File: config.mk
export PLATFORM = sky130hd
export DESIGN_NAME = cacc_top
export DESIGN_NICKNAME = d
export VERILOG_FILES = /design/src/cacc_pkg.sv /design/src/cacc_chan.sv /design/src/cacc_top.sv
export SDC_FILE = /design/constraint.sdc
export NUM_CORES = 1
export LEC_CHECK = 0
export BUFFER_PORTS_ARGS = -buffer_cell sky130_fd_sc_hd__clkbuf_2
export CORE_ASPECT_RATIO = 1.2
export CORE_MARGIN = 5
export CORE_UTILIZATION = 40
export CTS_CLUSTER_SIZE = 28
export DETAILED_ROUTE_END_ITERATION = 7
export GPL_TIMING_DRIVEN = 0
export PLACE_DENSITY = 0.6
export SYNTH_ARGS = -nofsm -noshare
export SYNTH_HDL_FRONTEND = slang
export SYNTH_HIERARCHICAL = 1
export SYNTH_SLANG_ARGS = --single-unit
File: constraint.sdc
create_clock -name aclk -period 3.02 [get_ports aclk]
set_clock_uncertainty 0.05 [all_clocks]
set_input_delay 0.302 -clock aclk [delete_from_list [all_inputs] [get_ports aclk]]
set_output_delay 0.302 -clock aclk [all_outputs]
set_load 0.02 [all_outputs]
File: src/cacc_pkg.sv
package cacc_pkg;

  localparam int unsigned NUM_MODULES = 6;
  localparam int unsigned ADDR_W      = 8;

  // byte addresses of the array registers
  localparam logic [7:0] ADDR_MODE    = 8'h00;
  localparam logic [7:0] ADDR_CTRL    = 8'h04;
  localparam logic [7:0] ADDR_CNT_LO  = 8'h08;
  localparam logic [7:0] ADDR_CNT_HI  = 8'h0C;
  // module n occupies 16 bytes at (n + MOD_SLOT_BASE) * 16
  localparam logic [3:0] MOD_SLOT_BASE = 4'h2;
  localparam logic [3:0] OFS_MOD_MODE  = 4'h0;
  localparam logic [3:0] OFS_CMP_LO    = 4'h4;
  localparam logic [3:0] OFS_CMP_HI    = 4'h8;

  // array_mode_reg fields
  localparam int unsigned MD_OVF_IE  = 0;
  localparam int unsigned MD_TB_LSB  = 1;
  localparam int unsigned MD_IDLE    = 7;
  localparam int unsigned MD_OVF     = 8;

  // module_mode_reg fields
  localparam int unsigned MB_WIDE    = 7;
  localparam int unsigned MB_CMP_EN  = 6;
  localparam int unsigned MB_RISE    = 5;
  localparam int unsigned MB_FALL    = 4;
  localparam int unsigned MB_HIT     = 3;
  localparam int unsigned MB_FLIP    = 2;
  localparam int unsigned MB_PULSE   = 1;
  localparam int unsigned MB_IRQ_EN  = 0;

  // reset values
  localparam logic [2:0]  TB_RESET    = 3'h0;
  localparam logic [7:0]  MODE_RESET  = 8'h00;
  localparam logic [15:0] COUNT_RESET = 16'h0000;
  localparam logic [15:0] CMP_RESET   = 16'h0000;

  // timebase codes
  localparam logic [2:0] TB_DIV12  = 3'h0;
  localparam logic [2:0] TB_DIV4   = 3'h1;
  localparam logic [2:0] TB_T0OVF  = 3'h2;
  localparam logic [2:0] TB_EXTCNT = 3'h3;
  localparam logic [2:0] TB_SYSCLK = 3'h4;
  localparam logic [2:0] TB_OSC8   = 3'h5;
  localparam logic [2:0] TB_RSV6   = 3'h6;
  localparam logic [2:0] TB_RSV7   = 3'h7;

  // divider terminal counts
  localparam logic [3:0] DIV12_LAST = 4'hB;
  localparam logic [1:0] DIV4_LAST  = 2'h3;
  localparam logic [2:0] OSC8_LAST  = 3'h7;
  localparam logic [15:0] COUNT_MAX = 16'hFFFF;

  localparam logic [1:0] RESP_OKAY   = 2'h0;
  localparam logic [1:0] RESP_SLVERR = 2'h2;

  typedef enum logic [2:0] {
    mode_off, mode_capture, mode_sw_timer, mode_hso,
    mode_freq, mode_pwm8, mode_pwm16
  } cacc_mode_t;

  function automatic cacc_mode_t cacc_decode(input logic [7:0] m);
    cacc_mode_t r;
    r = mode_off;
    if ((m[MB_RISE] | m[MB_FALL]) & ~m[MB_HIT] & ~m[MB_FLIP] & ~m[MB_PULSE])
      r = mode_capture;
    else if (m[MB_CMP_EN] & ~m[MB_RISE] & ~m[MB_FALL]) begin
      if (m[MB_HIT] & ~m[MB_FLIP] & ~m[MB_PULSE])
        r = mode_sw_timer;
      else if (m[MB_HIT] & m[MB_FLIP] & ~m[MB_PULSE])
        r = mode_hso;
      else if (~m[MB_HIT] & m[MB_FLIP] & m[MB_PULSE])
        r = mode_freq;
      else if (~m[MB_HIT] & ~m[MB_FLIP] & m[MB_PULSE] & ~m[MB_IRQ_EN])
        r = m[MB_WIDE] ? mode_pwm16 : mode_pwm8;
    end
    return r;
  endfunction : cacc_decode

endpackage : cacc_pkg

File: src/cacc_chan.sv
`timescale 1ns/1ps
module cacc_chan (
  input  wire logic        aclk,
  input  wire logic        aresetn,
  input  wire logic [15:0] count_cur,
  input  wire logic [15:0] count_nxt,
  input  wire logic        count_tick,
  input  wire logic        wr_mode,
  input  wire logic        wr_low,
  input  wire logic        wr_high,
  input  wire logic [7:0]  wr_data,
  input  wire logic        flag_clr,
  input  wire logic        io_in,
  output logic [7:0]       mode_reg,
  output logic [15:0]      cmp_reg,
  output logic             flag_reg,
  output logic             io_out_reg,
  output logic             io_oe_reg
);
  import cacc_pkg::*;

  logic       io_meta_reg;
  logic       io_sync_reg;
  logic       io_prev_reg;
  logic       io_level_reg;
  logic       stable;
  logic       rise;
  logic       fall;
  logic       hit;
  logic       cap_evt;
  logic       cmp_evt;
  cacc_mode_t mode;

  always_ff @(posedge aclk) begin
    if (!aresetn) begin
      io_meta_reg <= 1'b0;
      io_sync_reg <= 1'b0;
      io_prev_reg <= 1'b0;
    end else begin
      io_meta_reg <= io_in;
      io_sync_reg <= io_meta_reg;
      io_prev_reg <= io_sync_reg;
    end
  end

  assign stable = (io_sync_reg == io_prev_reg);
  always_ff @(posedge aclk) begin
    if (!aresetn)
      io_level_reg <= 1'b0;
    else if (stable)
      io_level_reg <= io_sync_reg;
  end

  assign rise = stable & io_sync_reg & ~io_level_reg;
  assign fall = stable & ~io_sync_reg & io_level_reg;
  assign mode = cacc_decode(mode_reg);
  assign hit  = count_tick & (count_nxt == cmp_reg);

  assign cap_evt = (mode == mode_capture) &
                   ((rise & mode_reg[MB_RISE]) | (fall & mode_reg[MB_FALL]));
  assign cmp_evt = ((mode == mode_sw_timer) | (mode == mode_hso)) & hit;

  always_ff @(posedge aclk) begin
    if (!aresetn)
      mode_reg <= MODE_RESET;
    else if (wr_mode)
      mode_reg <= wr_data;
    else if (wr_low)
      mode_reg[MB_CMP_EN] <= 1'b0;
    else if (wr_high)
      mode_reg[MB_CMP_EN] <= 1'b1;
  end

  always_ff @(posedge aclk) begin
    if (!aresetn)
      cmp_reg <= CMP_RESET;
    else if (cap_evt)
      cmp_reg <= count_cur;
    else if (wr_low)
      cmp_reg[7:0] <= wr_data;
    else if (wr_high)
      cmp_reg[15:8] <= wr_data;
  end

  always_ff @(posedge aclk) begin
    if (!aresetn)
      flag_reg <= 1'b0;
    else if (cap_evt | cmp_evt)
      flag_reg <= 1'b1;
    else if (flag_clr)
      flag_reg <= 1'b0;
  end

  always_ff @(posedge aclk) begin
    if (!aresetn) begin
      io_oe_reg  <= 1'b0;
      io_out_reg <= 1'b1;
    end else begin
      io_oe_reg <= (mode == mode_hso);
      if ((mode == mode_hso) & ~io_oe_reg)
        io_out_reg <= 1'b1;
      else if (cmp_evt & (mode == mode_hso))
        io_out_reg <= ~io_out_reg;
    end
  end

endmodule : cacc_chan

File: src/cacc_top.sv
// Chosen here: the register offsets and the AXI4-Lite interface to the registers.
`timescale 1ns/1ps
module cacc_top #(
  parameter int unsigned NMOD = cacc_pkg::NUM_MODULES
) (
  input  wire logic                         aclk,
  input  wire logic                         aresetn,
  input  wire logic [cacc_pkg::ADDR_W-1:0]  s_axi_awaddr,
  input  wire logic                         s_axi_awvalid,
  output logic                              s_axi_awready,
  input  wire logic [31:0]                  s_axi_wdata,
  input  wire logic [3:0]                   s_axi_wstrb,
  input  wire logic                         s_axi_wvalid,
  output logic                              s_axi_wready,
  output logic [1:0]                        s_axi_bresp,
  output logic                              s_axi_bvalid,
  input  wire logic                         s_axi_bready,
  input  wire logic [cacc_pkg::ADDR_W-1:0]  s_axi_araddr,
  input  wire logic                         s_axi_arvalid,
  output logic                              s_axi_arready,
  output logic [31:0]                       s_axi_rdata,
  output logic [1:0]                        s_axi_rresp,
  output logic                              s_axi_rvalid,
  input  wire logic                         s_axi_rready,
  input  wire logic                         cpu_idle,
  input  wire logic                         timer0_ovf,
  input  wire logic                         ext_osc_in,
  input  wire logic                         ext_count_input,
  input  wire logic [NMOD-1:0]              module_io_line_in,
  output logic [NMOD-1:0]                   module_io_line_out,
  output logic [NMOD-1:0]                   module_io_line_oe,
  output logic                              count_irq_req,
  output logic [NMOD-1:0]                   module_irq_req
);
  import cacc_pkg::*;

  logic [2:0]  timebase_select_reg;
  logic        overflow_irq_enable_reg;
  logic        idle_suspend_reg;
  logic        count_overflow_flag_reg;
  logic [15:0] count_reg;
  logic [15:0] count_next;
  logic [7:0]  hi_snap_reg;
  logic [3:0]  pre12_reg;
  logic [1:0]  pre4_reg;
  logic [2:0]  osc_div_reg;
  logic        eci_meta_reg;
  logic        eci_sync_reg;
  logic        eci_prev_reg;
  logic        osc_meta_reg;
  logic        osc_sync_reg;
  logic        osc_prev_reg;
  logic        eci_fall;
  logic        osc_rise;
  logic        src_tick;
  logic        cnt_tick;
  logic        cnt_wr_lo;
  logic        cnt_wr_hi;

  logic        bvalid_reg;
  logic [1:0]  bresp_reg;
  logic        rvalid_reg;
  logic [31:0] rdata_reg;
  logic [1:0]  rresp_reg;
  logic        wr_fire;
  logic        rd_fire;
  logic        wr_en;
  logic [7:0]  wbyte;
  logic [3:0]  wslot;
  logic [3:0]  rslot;
  logic [3:0]  widx;
  logic [3:0]  ridx;
  logic        wr_mod;
  logic        rd_mod;
  logic        wr_ok;
  logic        rd_ok;
  logic [31:0] rd_word;

  logic [7:0]  mod_mode  [NMOD];
  logic [15:0] mod_cmp   [NMOD];
  logic [NMOD-1:0] mod_flag;

  // ---------------- bus slave ----------------
  assign wr_fire       = s_axi_awvalid & s_axi_wvalid & ~bvalid_reg;
  assign s_axi_awready = wr_fire;
  assign s_axi_wready  = wr_fire;
  assign rd_fire       = s_axi_arvalid & ~rvalid_reg;
  assign s_axi_arready = ~rvalid_reg;
  assign s_axi_bvalid  = bvalid_reg;
  assign s_axi_bresp   = bresp_reg;
  assign s_axi_rvalid  = rvalid_reg;
  assign s_axi_rdata   = rdata_reg;
  assign s_axi_rresp   = rresp_reg;

  assign wr_en = wr_fire & s_axi_wstrb[0];
  assign wbyte = s_axi_wdata[7:0];
  assign wslot = s_axi_awaddr[7:4];
  assign rslot = s_axi_araddr[7:4];
  assign widx  = wslot - MOD_SLOT_BASE;
  assign ridx  = rslot - MOD_SLOT_BASE;
  assign wr_mod = (wslot >= MOD_SLOT_BASE) &
                  (widx < 4'(NMOD)) & (s_axi_awaddr[1:0] == 2'h0) &
                  ((s_axi_awaddr[3:0] == OFS_MOD_MODE) |
                   (s_axi_awaddr[3:0] == OFS_CMP_LO) |
                   (s_axi_awaddr[3:0] == OFS_CMP_HI));
  assign rd_mod = (rslot >= MOD_SLOT_BASE) &
                  (ridx < 4'(NMOD)) & (s_axi_araddr[1:0] == 2'h0) &
                  ((s_axi_araddr[3:0] == OFS_MOD_MODE) |
                   (s_axi_araddr[3:0] == OFS_CMP_LO) |
                   (s_axi_araddr[3:0] == OFS_CMP_HI));
  assign wr_ok = wr_mod | (s_axi_awaddr == ADDR_MODE) |
                 (s_axi_awaddr == ADDR_CTRL) |
                 (s_axi_awaddr == ADDR_CNT_LO) |
                 (s_axi_awaddr == ADDR_CNT_HI);
  assign rd_ok = rd_mod | (s_axi_araddr == ADDR_MODE) |
                 (s_axi_araddr == ADDR_CTRL) |
                 (s_axi_araddr == ADDR_CNT_LO) |
                 (s_axi_araddr == ADDR_CNT_HI);

  always_ff @(posedge aclk) begin
    if (!aresetn) begin
      bvalid_reg <= 1'b0;
      bresp_reg  <= RESP_OKAY;
    end else if (wr_fire) begin
      bvalid_reg <= 1'b1;
      bresp_reg  <= wr_ok ? RESP_OKAY : RESP_SLVERR;
    end else if (s_axi_bready) begin
      bvalid_reg <= 1'b0;
    end
  end

  always_comb begin
    rd_word = 32'h0000_0000;
    if (rd_mod) begin
      if (s_axi_araddr[3:0] == OFS_MOD_MODE)
        rd_word[7:0] = mod_mode[ridx[2:0]];
      else if (s_axi_araddr[3:0] == OFS_CMP_LO)
        rd_word[7:0] = mod_cmp[ridx[2:0]][7:0];
      else
        rd_word[7:0] = mod_cmp[ridx[2:0]][15:8];
    end else if (s_axi_araddr == ADDR_MODE) begin
      rd_word[MD_OVF_IE]             = overflow_irq_enable_reg;
      rd_word[MD_TB_LSB+2:MD_TB_LSB] = timebase_select_reg;
      rd_word[MD_IDLE]               = idle_suspend_reg;
      rd_word[MD_OVF]                = count_overflow_flag_reg;
    end else if (s_axi_araddr == ADDR_CTRL) begin
      rd_word[NMOD-1:0] = mod_flag;
    end else if (s_axi_araddr == ADDR_CNT_LO) begin
      rd_word[7:0] = count_reg[7:0];
    end else if (s_axi_araddr == ADDR_CNT_HI) begin
      rd_word[7:0] = hi_snap_reg;
    end
  end

  always_ff @(posedge aclk) begin
    if (!aresetn) begin
      rvalid_reg <= 1'b0;
      rdata_reg  <= 32'h0000_0000;
      rresp_reg  <= RESP_OKAY;
    end else if (rd_fire) begin
      rvalid_reg <= 1'b1;
      rdata_reg  <= rd_word;
      rresp_reg  <= rd_ok ? RESP_OKAY : RESP_SLVERR;
    end else if (s_axi_rready) begin
      rvalid_reg <= 1'b0;
    end
  end

  always_ff @(posedge aclk) begin
    if (!aresetn)
      hi_snap_reg <= 8'h00;
    else if (rd_fire & (s_axi_araddr == ADDR_CNT_LO))
      hi_snap_reg <= count_reg[15:8];
  end

  // ---------------- array mode register ----------------
  always_ff @(posedge aclk) begin
    if (!aresetn) begin
      overflow_irq_enable_reg <= 1'b0;
      timebase_select_reg     <= TB_RESET;
      idle_suspend_reg        <= 1'b0;
    end else if (wr_en & (s_axi_awaddr == ADDR_MODE)) begin
      overflow_irq_enable_reg <= wbyte[MD_OVF_IE];
      timebase_select_reg     <= wbyte[MD_TB_LSB+2:MD_TB_LSB];
      idle_suspend_reg        <= wbyte[MD_IDLE];
    end
  end

  // ---------------- timebase sources ----------------
  always_ff @(posedge aclk) begin
    if (!aresetn) begin
      eci_meta_reg <= 1'b1;
      eci_sync_reg <= 1'b1;
      eci_prev_reg <= 1'b1;
      osc_meta_reg <= 1'b0;
      osc_sync_reg <= 1'b0;
      osc_prev_reg <= 1'b0;
    end else begin
      eci_meta_reg <= ext_count_input;
      eci_sync_reg <= eci_meta_reg;
      eci_prev_reg <= eci_sync_reg;
      osc_meta_reg <= ext_osc_in;
      osc_sync_reg <= osc_meta_reg;
      osc_prev_reg <= osc_sync_reg;
    end
  end

  assign eci_fall = eci_prev_reg & ~eci_sync_reg;
  assign osc_rise = ~osc_prev_reg & osc_sync_reg;

  always_ff @(posedge aclk) begin
    if (!aresetn) begin
      pre12_reg   <= 4'h0;
      pre4_reg    <= 2'h0;
      osc_div_reg <= 3'h0;
    end else begin
      pre12_reg <= (pre12_reg == DIV12_LAST) ? 4'h0 : pre12_reg + 4'h1;
      pre4_reg  <= pre4_reg + 2'h1;
      if (osc_rise)
        osc_div_reg <= osc_div_reg + 3'h1;
    end
  end

  always_comb begin
    case (timebase_select_reg)
      TB_DIV12:  src_tick = (pre12_reg == DIV12_LAST);
      TB_DIV4:   src_tick = (pre4_reg == DIV4_LAST);
      TB_T0OVF:  src_tick = timer0_ovf;
      TB_EXTCNT: src_tick = eci_fall;
      TB_SYSCLK: src_tick = 1'b1;
      TB_OSC8:   src_tick = osc_rise & (osc_div_reg == OSC8_LAST);
      TB_RSV6,
      TB_RSV7:   src_tick = 1'b0;
      default:   src_tick = 1'b0;
    endcase
  end

  // ---------------- counter ----------------
  assign cnt_wr_lo = wr_en & (s_axi_awaddr == ADDR_CNT_LO);
  assign cnt_wr_hi = wr_en & (s_axi_awaddr == ADDR_CNT_HI);
  assign cnt_tick   = src_tick & ~(idle_suspend_reg & cpu_idle) &
                      ~cnt_wr_lo & ~cnt_wr_hi;
  assign count_next = count_reg + 16'h0001;

  always_ff @(posedge aclk) begin
    if (!aresetn)
      count_reg <= COUNT_RESET;
    else if (cnt_wr_lo)
      count_reg[7:0] <= wbyte;
    else if (cnt_wr_hi)
      count_reg[15:8] <= wbyte;
    else if (cnt_tick)
      count_reg <= count_next;
  end

  always_ff @(posedge aclk) begin
    if (!aresetn)
      count_overflow_flag_reg <= 1'b0;
    else if (cnt_tick & (count_reg == COUNT_MAX))
      count_overflow_flag_reg <= 1'b1;
    else if (wr_fire & s_axi_wstrb[1] & (s_axi_awaddr == ADDR_MODE) &
             ~s_axi_wdata[MD_OVF])
      count_overflow_flag_reg <= 1'b0;
  end

  assign count_irq_req = count_overflow_flag_reg & overflow_irq_enable_reg;

  // ---------------- capture/compare modules ----------------
  // six modules share counter
  for (genvar n = 0; n < NMOD; n++) begin : g_mod
    logic sel;
    assign sel = wr_en & wr_mod & (widx == 4'(n));
    cacc_chan u_chan (
      .aclk       (aclk),
      .aresetn    (aresetn),
      .count_cur  (count_reg),
      .count_nxt  (count_next),
      .count_tick (cnt_tick),
      .wr_mode    (sel & (s_axi_awaddr[3:0] == OFS_MOD_MODE)),
      .wr_low     (sel & (s_axi_awaddr[3:0] == OFS_CMP_LO)),
      .wr_high    (sel & (s_axi_awaddr[3:0] == OFS_CMP_HI)),
      .wr_data    (wbyte),
      .flag_clr   (wr_en & (s_axi_awaddr == ADDR_CTRL) & ~wbyte[n]),
      .io_in      (module_io_line_in[n]),
      .mode_reg   (mod_mode[n]),
      .cmp_reg    (mod_cmp[n]),
      .flag_reg   (mod_flag[n]),
      .io_out_reg (module_io_line_out[n]),
      .io_oe_reg  (module_io_line_oe[n])
    );
    assign module_irq_req[n] = mod_flag[n] & mod_mode[n][MB_IRQ_EN];
  end

endmodule : cacc_top
* Word level (Yosys, flattened, before mapping) *
Cells that the tools add are included.

cells by class
  add/subtract/negate cells = 6
  magnitude comparators = 5
  equality and inequality tests = 63
  reduce and logical (&&, ||, !) cells = 53
  multiplexer cells = 127
  bitwise gates (word level) = 326

operators by type and width
  kind                                                              count
  8-bit two-way mux                                                 28
  1-bit AND                                                         214
  16-bit two-way mux                                                9
  3-bit two-way mux                                                 37
  16-bit == test                                                    6
  1-bit NOT                                                         75
  16-bit binary-select mux with 3-bit select                        1
  2-bit nonzero test                                                23
  3-bit by 2-bit == test with 1-bit output (second input constant)  14
  1-bit two-way mux                                                 39
  1-bit OR                                                          36
  8-bit by 4-bit == test with 1-bit output (second input constant)  4
  8-bit binary-select mux with 3-bit select                         1
  3-bit by 1-bit == test with 1-bit output (second input constant)  7
  2-bit two-way mux                                                 9
  3-bit nonzero test                                                6
  16-bit by 1-bit adder with 16-bit output (second input constant)  1
  16-bit == test (second input constant)                            1
  4-bit by 3-bit == test with 1-bit output (second input constant)  4
  8-bit by 3-bit == test with 1-bit output (second input constant)  2
  8-bit logical NOT                                                 2
  2-bit AND reduction                                               8
  2-bit OR reduction                                                8
  3-bit == test (second input constant)                             5
  other kinds (20)                                                  40

storage, ports and cells
  word-level logic and storage cells = 667
  bits in registers = 246
  output and inout bits = 60

* Longest topological paths before layout *
  depth after elaboration = 15
  mapped depth = 15
  depth with buffers taken out = 12

* By module *
The synthesis kept the hierarchy.

modules (own cells, without submodules)
  module     sequential area each (um2)  times used  area each (um2)  cells an instance
  cacc_chan  620.6                       6           1617.8           167
  cacc_top   1161.1                      1           4799.6           565

* Worst setup path after synthesis *
OpenSTA, ideal clock, no wires.

  kind = input-to-reg
  start = input s_axi_awaddr[5] (netlist bit)
  end = register g_mod[2].u_chan.cmp_reg[9]
  setup slack = -0.238 ns
  stages = 15
  setup time = 0.116 ns
  arrival time = 3.092 ns
  cell sequence = clkbuf_1 inv_1 ha_1 xor2_1 a2111oi_0 and3_1 o211a_1 nand3_1 nor3_1 clkbuf_1 nor2b_1 clkbuf_1 mux2i_1 nand2_1 o211a_1

between the ends
  longest elaborated chain between the ends = 10
  elaborated cells between the ends (all ways) = 14

ends and longest elaborated chain
  element                                                                       line                              RTL
  start, declared                                                               cacc_top.sv:8                     input wire logic [cacc_pkg::ADDR_W-1:0] s_axi_awaddr,
  4-bit by 2-bit subtractor with 4-bit output                                   cacc_top.sv:99                    assign widx = wslot - MOD_SLOT_BASE;
  4-bit by 3-bit less-than comparator with 1-bit output                         cacc_top.sv:102                   (widx < 4'(NMOD)) & (s_axi_awaddr[1:0] == 2'h0) &
  1-bit AND                                                                     cacc_top.sv:101                   assign wr_mod = (wslot >= MOD_SLOT_BASE) &
  1-bit AND (2 in series)                                                       cacc_top.sv:102
  1-bit AND                                                                     cacc_top.sv:272                   assign sel = wr_en & wr_mod & (widx == 4'(n));
  1-bit AND (*)                                                                 cacc_top.sv:272
  1-bit AND (on tied branches)                                                  cacc_top.sv:280, cacc_top.sv:281
  2-bit inequality test (no source line) or 2-bit nonzero test (tied branches)  --
  2-bit AND reduction (no source line) (*)                                      --
  end signal, assigned                                                          cacc_chan.sv:78                   cmp_reg <= count_cur;
  end signal, assigned                                                          cacc_chan.sv:82                   cmp_reg[15:8] <= wr_data;
  end, declared                                                                 cacc_chan.sv:15                   output logic [15:0] cmp_reg,

Mark *: on every way between the ends. The rest lies on a longest branch, timed or not.
A chain may end at the register's enable or synchronous reset.

* Final worst setup path *
  start = register count_reg[1]
  end = register g_mod[1].u_chan.io_out_reg

between the ends
  longest elaborated chain between the ends = 5

ends and longest elaborated chain
  element                                   line              RTL
  start, declared                           cacc_top.sv:41    logic [15:0] count_reg;
  start signal, assigned                    cacc_top.sv:249   count_reg[7:0] <= wbyte;
  start signal, assigned                    cacc_top.sv:253   count_reg <= count_next;
  16-bit by 1-bit adder with 16-bit output  cacc_top.sv:243   assign count_next = count_reg + 16'h0001;
  via count_next[15]                        cacc_top.sv:42    logic [15:0] count_next;
  16-bit == test                            cacc_chan.sv:57   assign hit = count_tick & (count_nxt == cmp_reg);
  1-bit AND                                 cacc_chan.sv:57
  1-bit AND                                 cacc_chan.sv:61   assign cmp_evt = ((mode == mode_sw_timer) | (mode == mode_hso)) & hit;
  1-bit AND                                 cacc_chan.sv:102  else if (cmp_evt & (mode == mode_hso))
  end signal, assigned                      cacc_chan.sv:103  io_out_reg <= ~io_out_reg;
  end, declared                             cacc_chan.sv:17   output logic io_out_reg,

The timed path passes the listed nets, and every way through them passes these cells.

==> metrics <==
root buffer cell=clkbuf_16; Fin. Hold Viols=0; gpl congestion=0.946; Max Slew Vio Count=0; clock transition at the registers of the reported paths=60 ps; clock power share=0.491; clk_lat worst skew=550 ps; vias per cell=5.67; die area=40,200 um2; EDFF count, synth=0; top_reg_cell synth=dfxtp_1; worst setup path class=reg2reg; Die H=219 um; Final min period=3140 ps; post-route clock period utilization=1.04; Synth Instances=1,567; max cap viols=0; sw frac=0.232; # nets final=1,815; post-layout worst setup margin=-117 ps; failing checks=negative setup slack; Slew HR=0.315; Power Density=422 nW/um2; #FFs+latches synth=244; die width=184 um; crit-path max cell delay=550 ps; Comb pwr share=0.064; area of the core=35,800 um2; routed length per instance=22.3 um; largest net degree at the start of global routing=30; CP top delay family=simple AND/OR/NAND/NOR gates; via count=12,500; Placement Setup Slack=-1070 ps; Cell variety after synth=73; CP required=3450 ps; final wirelength=49,300 um; post-synthesis sequential area ratio=0.337; Final ANT Viol Nets=0; number of flip-flops in the largest register=96; RSZ-0062 raised after global routing=yes; Crit. End Element=flop; remaining global-route overflow=0; Residual DRC=0; leakage power=7.79 nW; overall routing resource usage=0.238; outcome=complete, but fails checks; I/O Pins=129; CTS tree=done; NetSw=1.69 mW; critical path's slowest cell=or4b_4; Port Buffers=75; synthesized area per cell=9.26 um2; Ant. Diodes=0; share of the synthesized area in the top cell type=0.337; first-pass GRT wire length=74,600 um; largest cells by area after synthesis=dfxtp_1 (34%), mux2i_1 (13%), o211a_1 (6.7%), xor2_1 (4.4%), nand2_1 (4.3%); CP Launch Type=flop; worst path cell trace=and4_4 -> or4b_4 -> nor2_4 -> xor2_4 -> buf_12 -> buf_6 -> xnor2_2 -> nand4_1 -> or4b_4 -> or4_1 -> nand4_1; worst slew pin tran=1020 ps; FP Rows=76; vias in the first global route=12,300; CP arrival=3570 ps; share of power burned in registers=0.445; most area-hungry cell type in the Yosys netlist=dfxtp_1; CTS max path bufs=3; initial antenna violation count=1; htree depth=1; Worst Hold Class=in2reg; share of cells above drive strength 1=0.190; final HPWL from detailed placement=36,600 um; Int Pwr=5.60 mW; drt first pass iters=5; CTS sink count=244; Netlist Area Pre-Place=14,500 um2; Starting Density=0.405; Worst Path Buf+Inv=2; Yosys warning total=6; total power=7.30 mW; initial drt markers=969; Fmax=319 MHz; worst vdd ir=0.000379 V; synthesis-to-finish area growth=19.1%; CTS Buf Count=28; Post-synth ARST share=0; critical path peak fanout=6; Final setup viols=6
power by group through the flow:
stage	logic, mW	clock network [mW]	registers (mW)
after floorplan	0.261	0	3.33
after global placement	0.441	0	3.33
after detailed placement	0.448	0	3.33
after CTS	0.461	3.65	3.25
after global routing	0.499	3.78	3.25
final	0.468	3.58	3.25
worst paths after layout:
check / cells after the start / from / slack, ps / endpoint
worst max-delay path: 11 / count_reg[1] / -120 / g_mod[1].u_chan/io_out_reg
worst min-delay path: 4 / s_axi_arvalid / 170 / s_axi_rresp[1]
worst max register to register: 11 / count_reg[1] / -120 / g_mod[1].u_chan/io_out_reg
worst min register to register: 1 / eci_meta_reg / 370 / eci_sync_reg
per-layer routing:
layer,routed length (um),track usage
met1,20800,0.307
met4,2040,0.0947
met5,0,0
met3,3250,0.0275
met2,23200,0.406
final cells by class:
cell class	instances	area, um2
fill	3360	18600
multi-input combinational	1196	9290
sequential	244	4930
clock buffer	42	865
timing repair buffer	111	733
buffer	109	624
tap	468	586
inverter	35	131
clock inverter	6	105
logic make-up (layout without fill, tap and decap cells):
| kind of cell | Yosys count | in the layout | synth area share |
|---|---|---|---|
| simple gates | 562 | 562 | 0.208 |
| xor+xnor | 123 | 123 | 0.0748 |
| compound gates | 251 | 251 | 0.142 |
| other cells | 1 | 25 | 0.000259 |
| mux | 214 | 214 | 0.169 |
| flops | 244 | 244 | 0.337 |
| buf+inv | 151 | 303 | 0.0524 |
| fa+ha+maj | 21 | 21 | 0.0181 |
worst register-to-register path, stage by stage, from the launching register on:
cell	delay, ps
dfxtp_4	370
and4_4	220
or4b_4	480
nor2_4	150
xor2_4	180
buf_12	160
buf_6	120
xnor2_2	100
nand4_1	180
or4b_4	550
or4_1	410
nand4_1	90
metrics by stage:
stage                     utilization  cell area, um2  cells  setup TNS [ps]  hold WS [ps]
after floorplan                     -           14700   1591               0           336
after global routing            0.482           17300   2211           -1080           187
after detailed placement        0.436           15600   2134         -108660           349
final                           0.482           17300   2211            -493           169
after CTS                       0.479           17200   2212            -719           150
after global placement          0.436           15600   2134          -91060           354
repair_timing:
item / CTS / global route
hold buffers: 11 / 0
setup buffers: 23 / 2
endpoints found under the setup margin: 84 / 65
resized for setup: 58 / 43
pin swaps: 18 / 8
hold endpoints to repair: 10 / 0
synthesized netlist by cell type, drive strengths merged, types with 22 or more instances:
library cell,n
nand4,22
nand2b,24
nor2b,62
nor2,104
o211ai,31
and2,36
o21ai,31
nor4,28
xor2,74
nand3,27
xnor2,49
dfxtp,244
buf,48
mux2i,187
nand2,175
a21oi,27
inv,34
o211a,97
clkbuf,62
mux4,24
nor3,26
cells in the final DEF, fill, tap and decap left out, types with 9 or more instances in the layout:
master / n
nor4_2: 12
a21oi_1: 26
nor4_1: 14
or4b_4: 13
dfxtp_4: 13
mux2i_1: 187
o211a_1: 97
nor2_1: 96
o211ai_1: 31
conb_1: 25
nand2b_1: 23
dfxtp_1: 230
nor2b_1: 59
clkbuf_16: 29
nand3b_1: 10
o21ai_0: 24
inv_1: 34
nand4_1: 21
buf_4: 49
clkbuf_1: 50
mux4_2: 24
nand3_1: 23
nor3_1: 26
xnor2_2: 9
ha_1: 20
clkbuf_2: 75
xnor2_1: 37
nand2_1: 167
clkbuf_8: 9
dlygate4sd3_1: 17
and2_1: 36
buf_2: 15
xor2_1: 71
(Power assumes the default switching activity.)
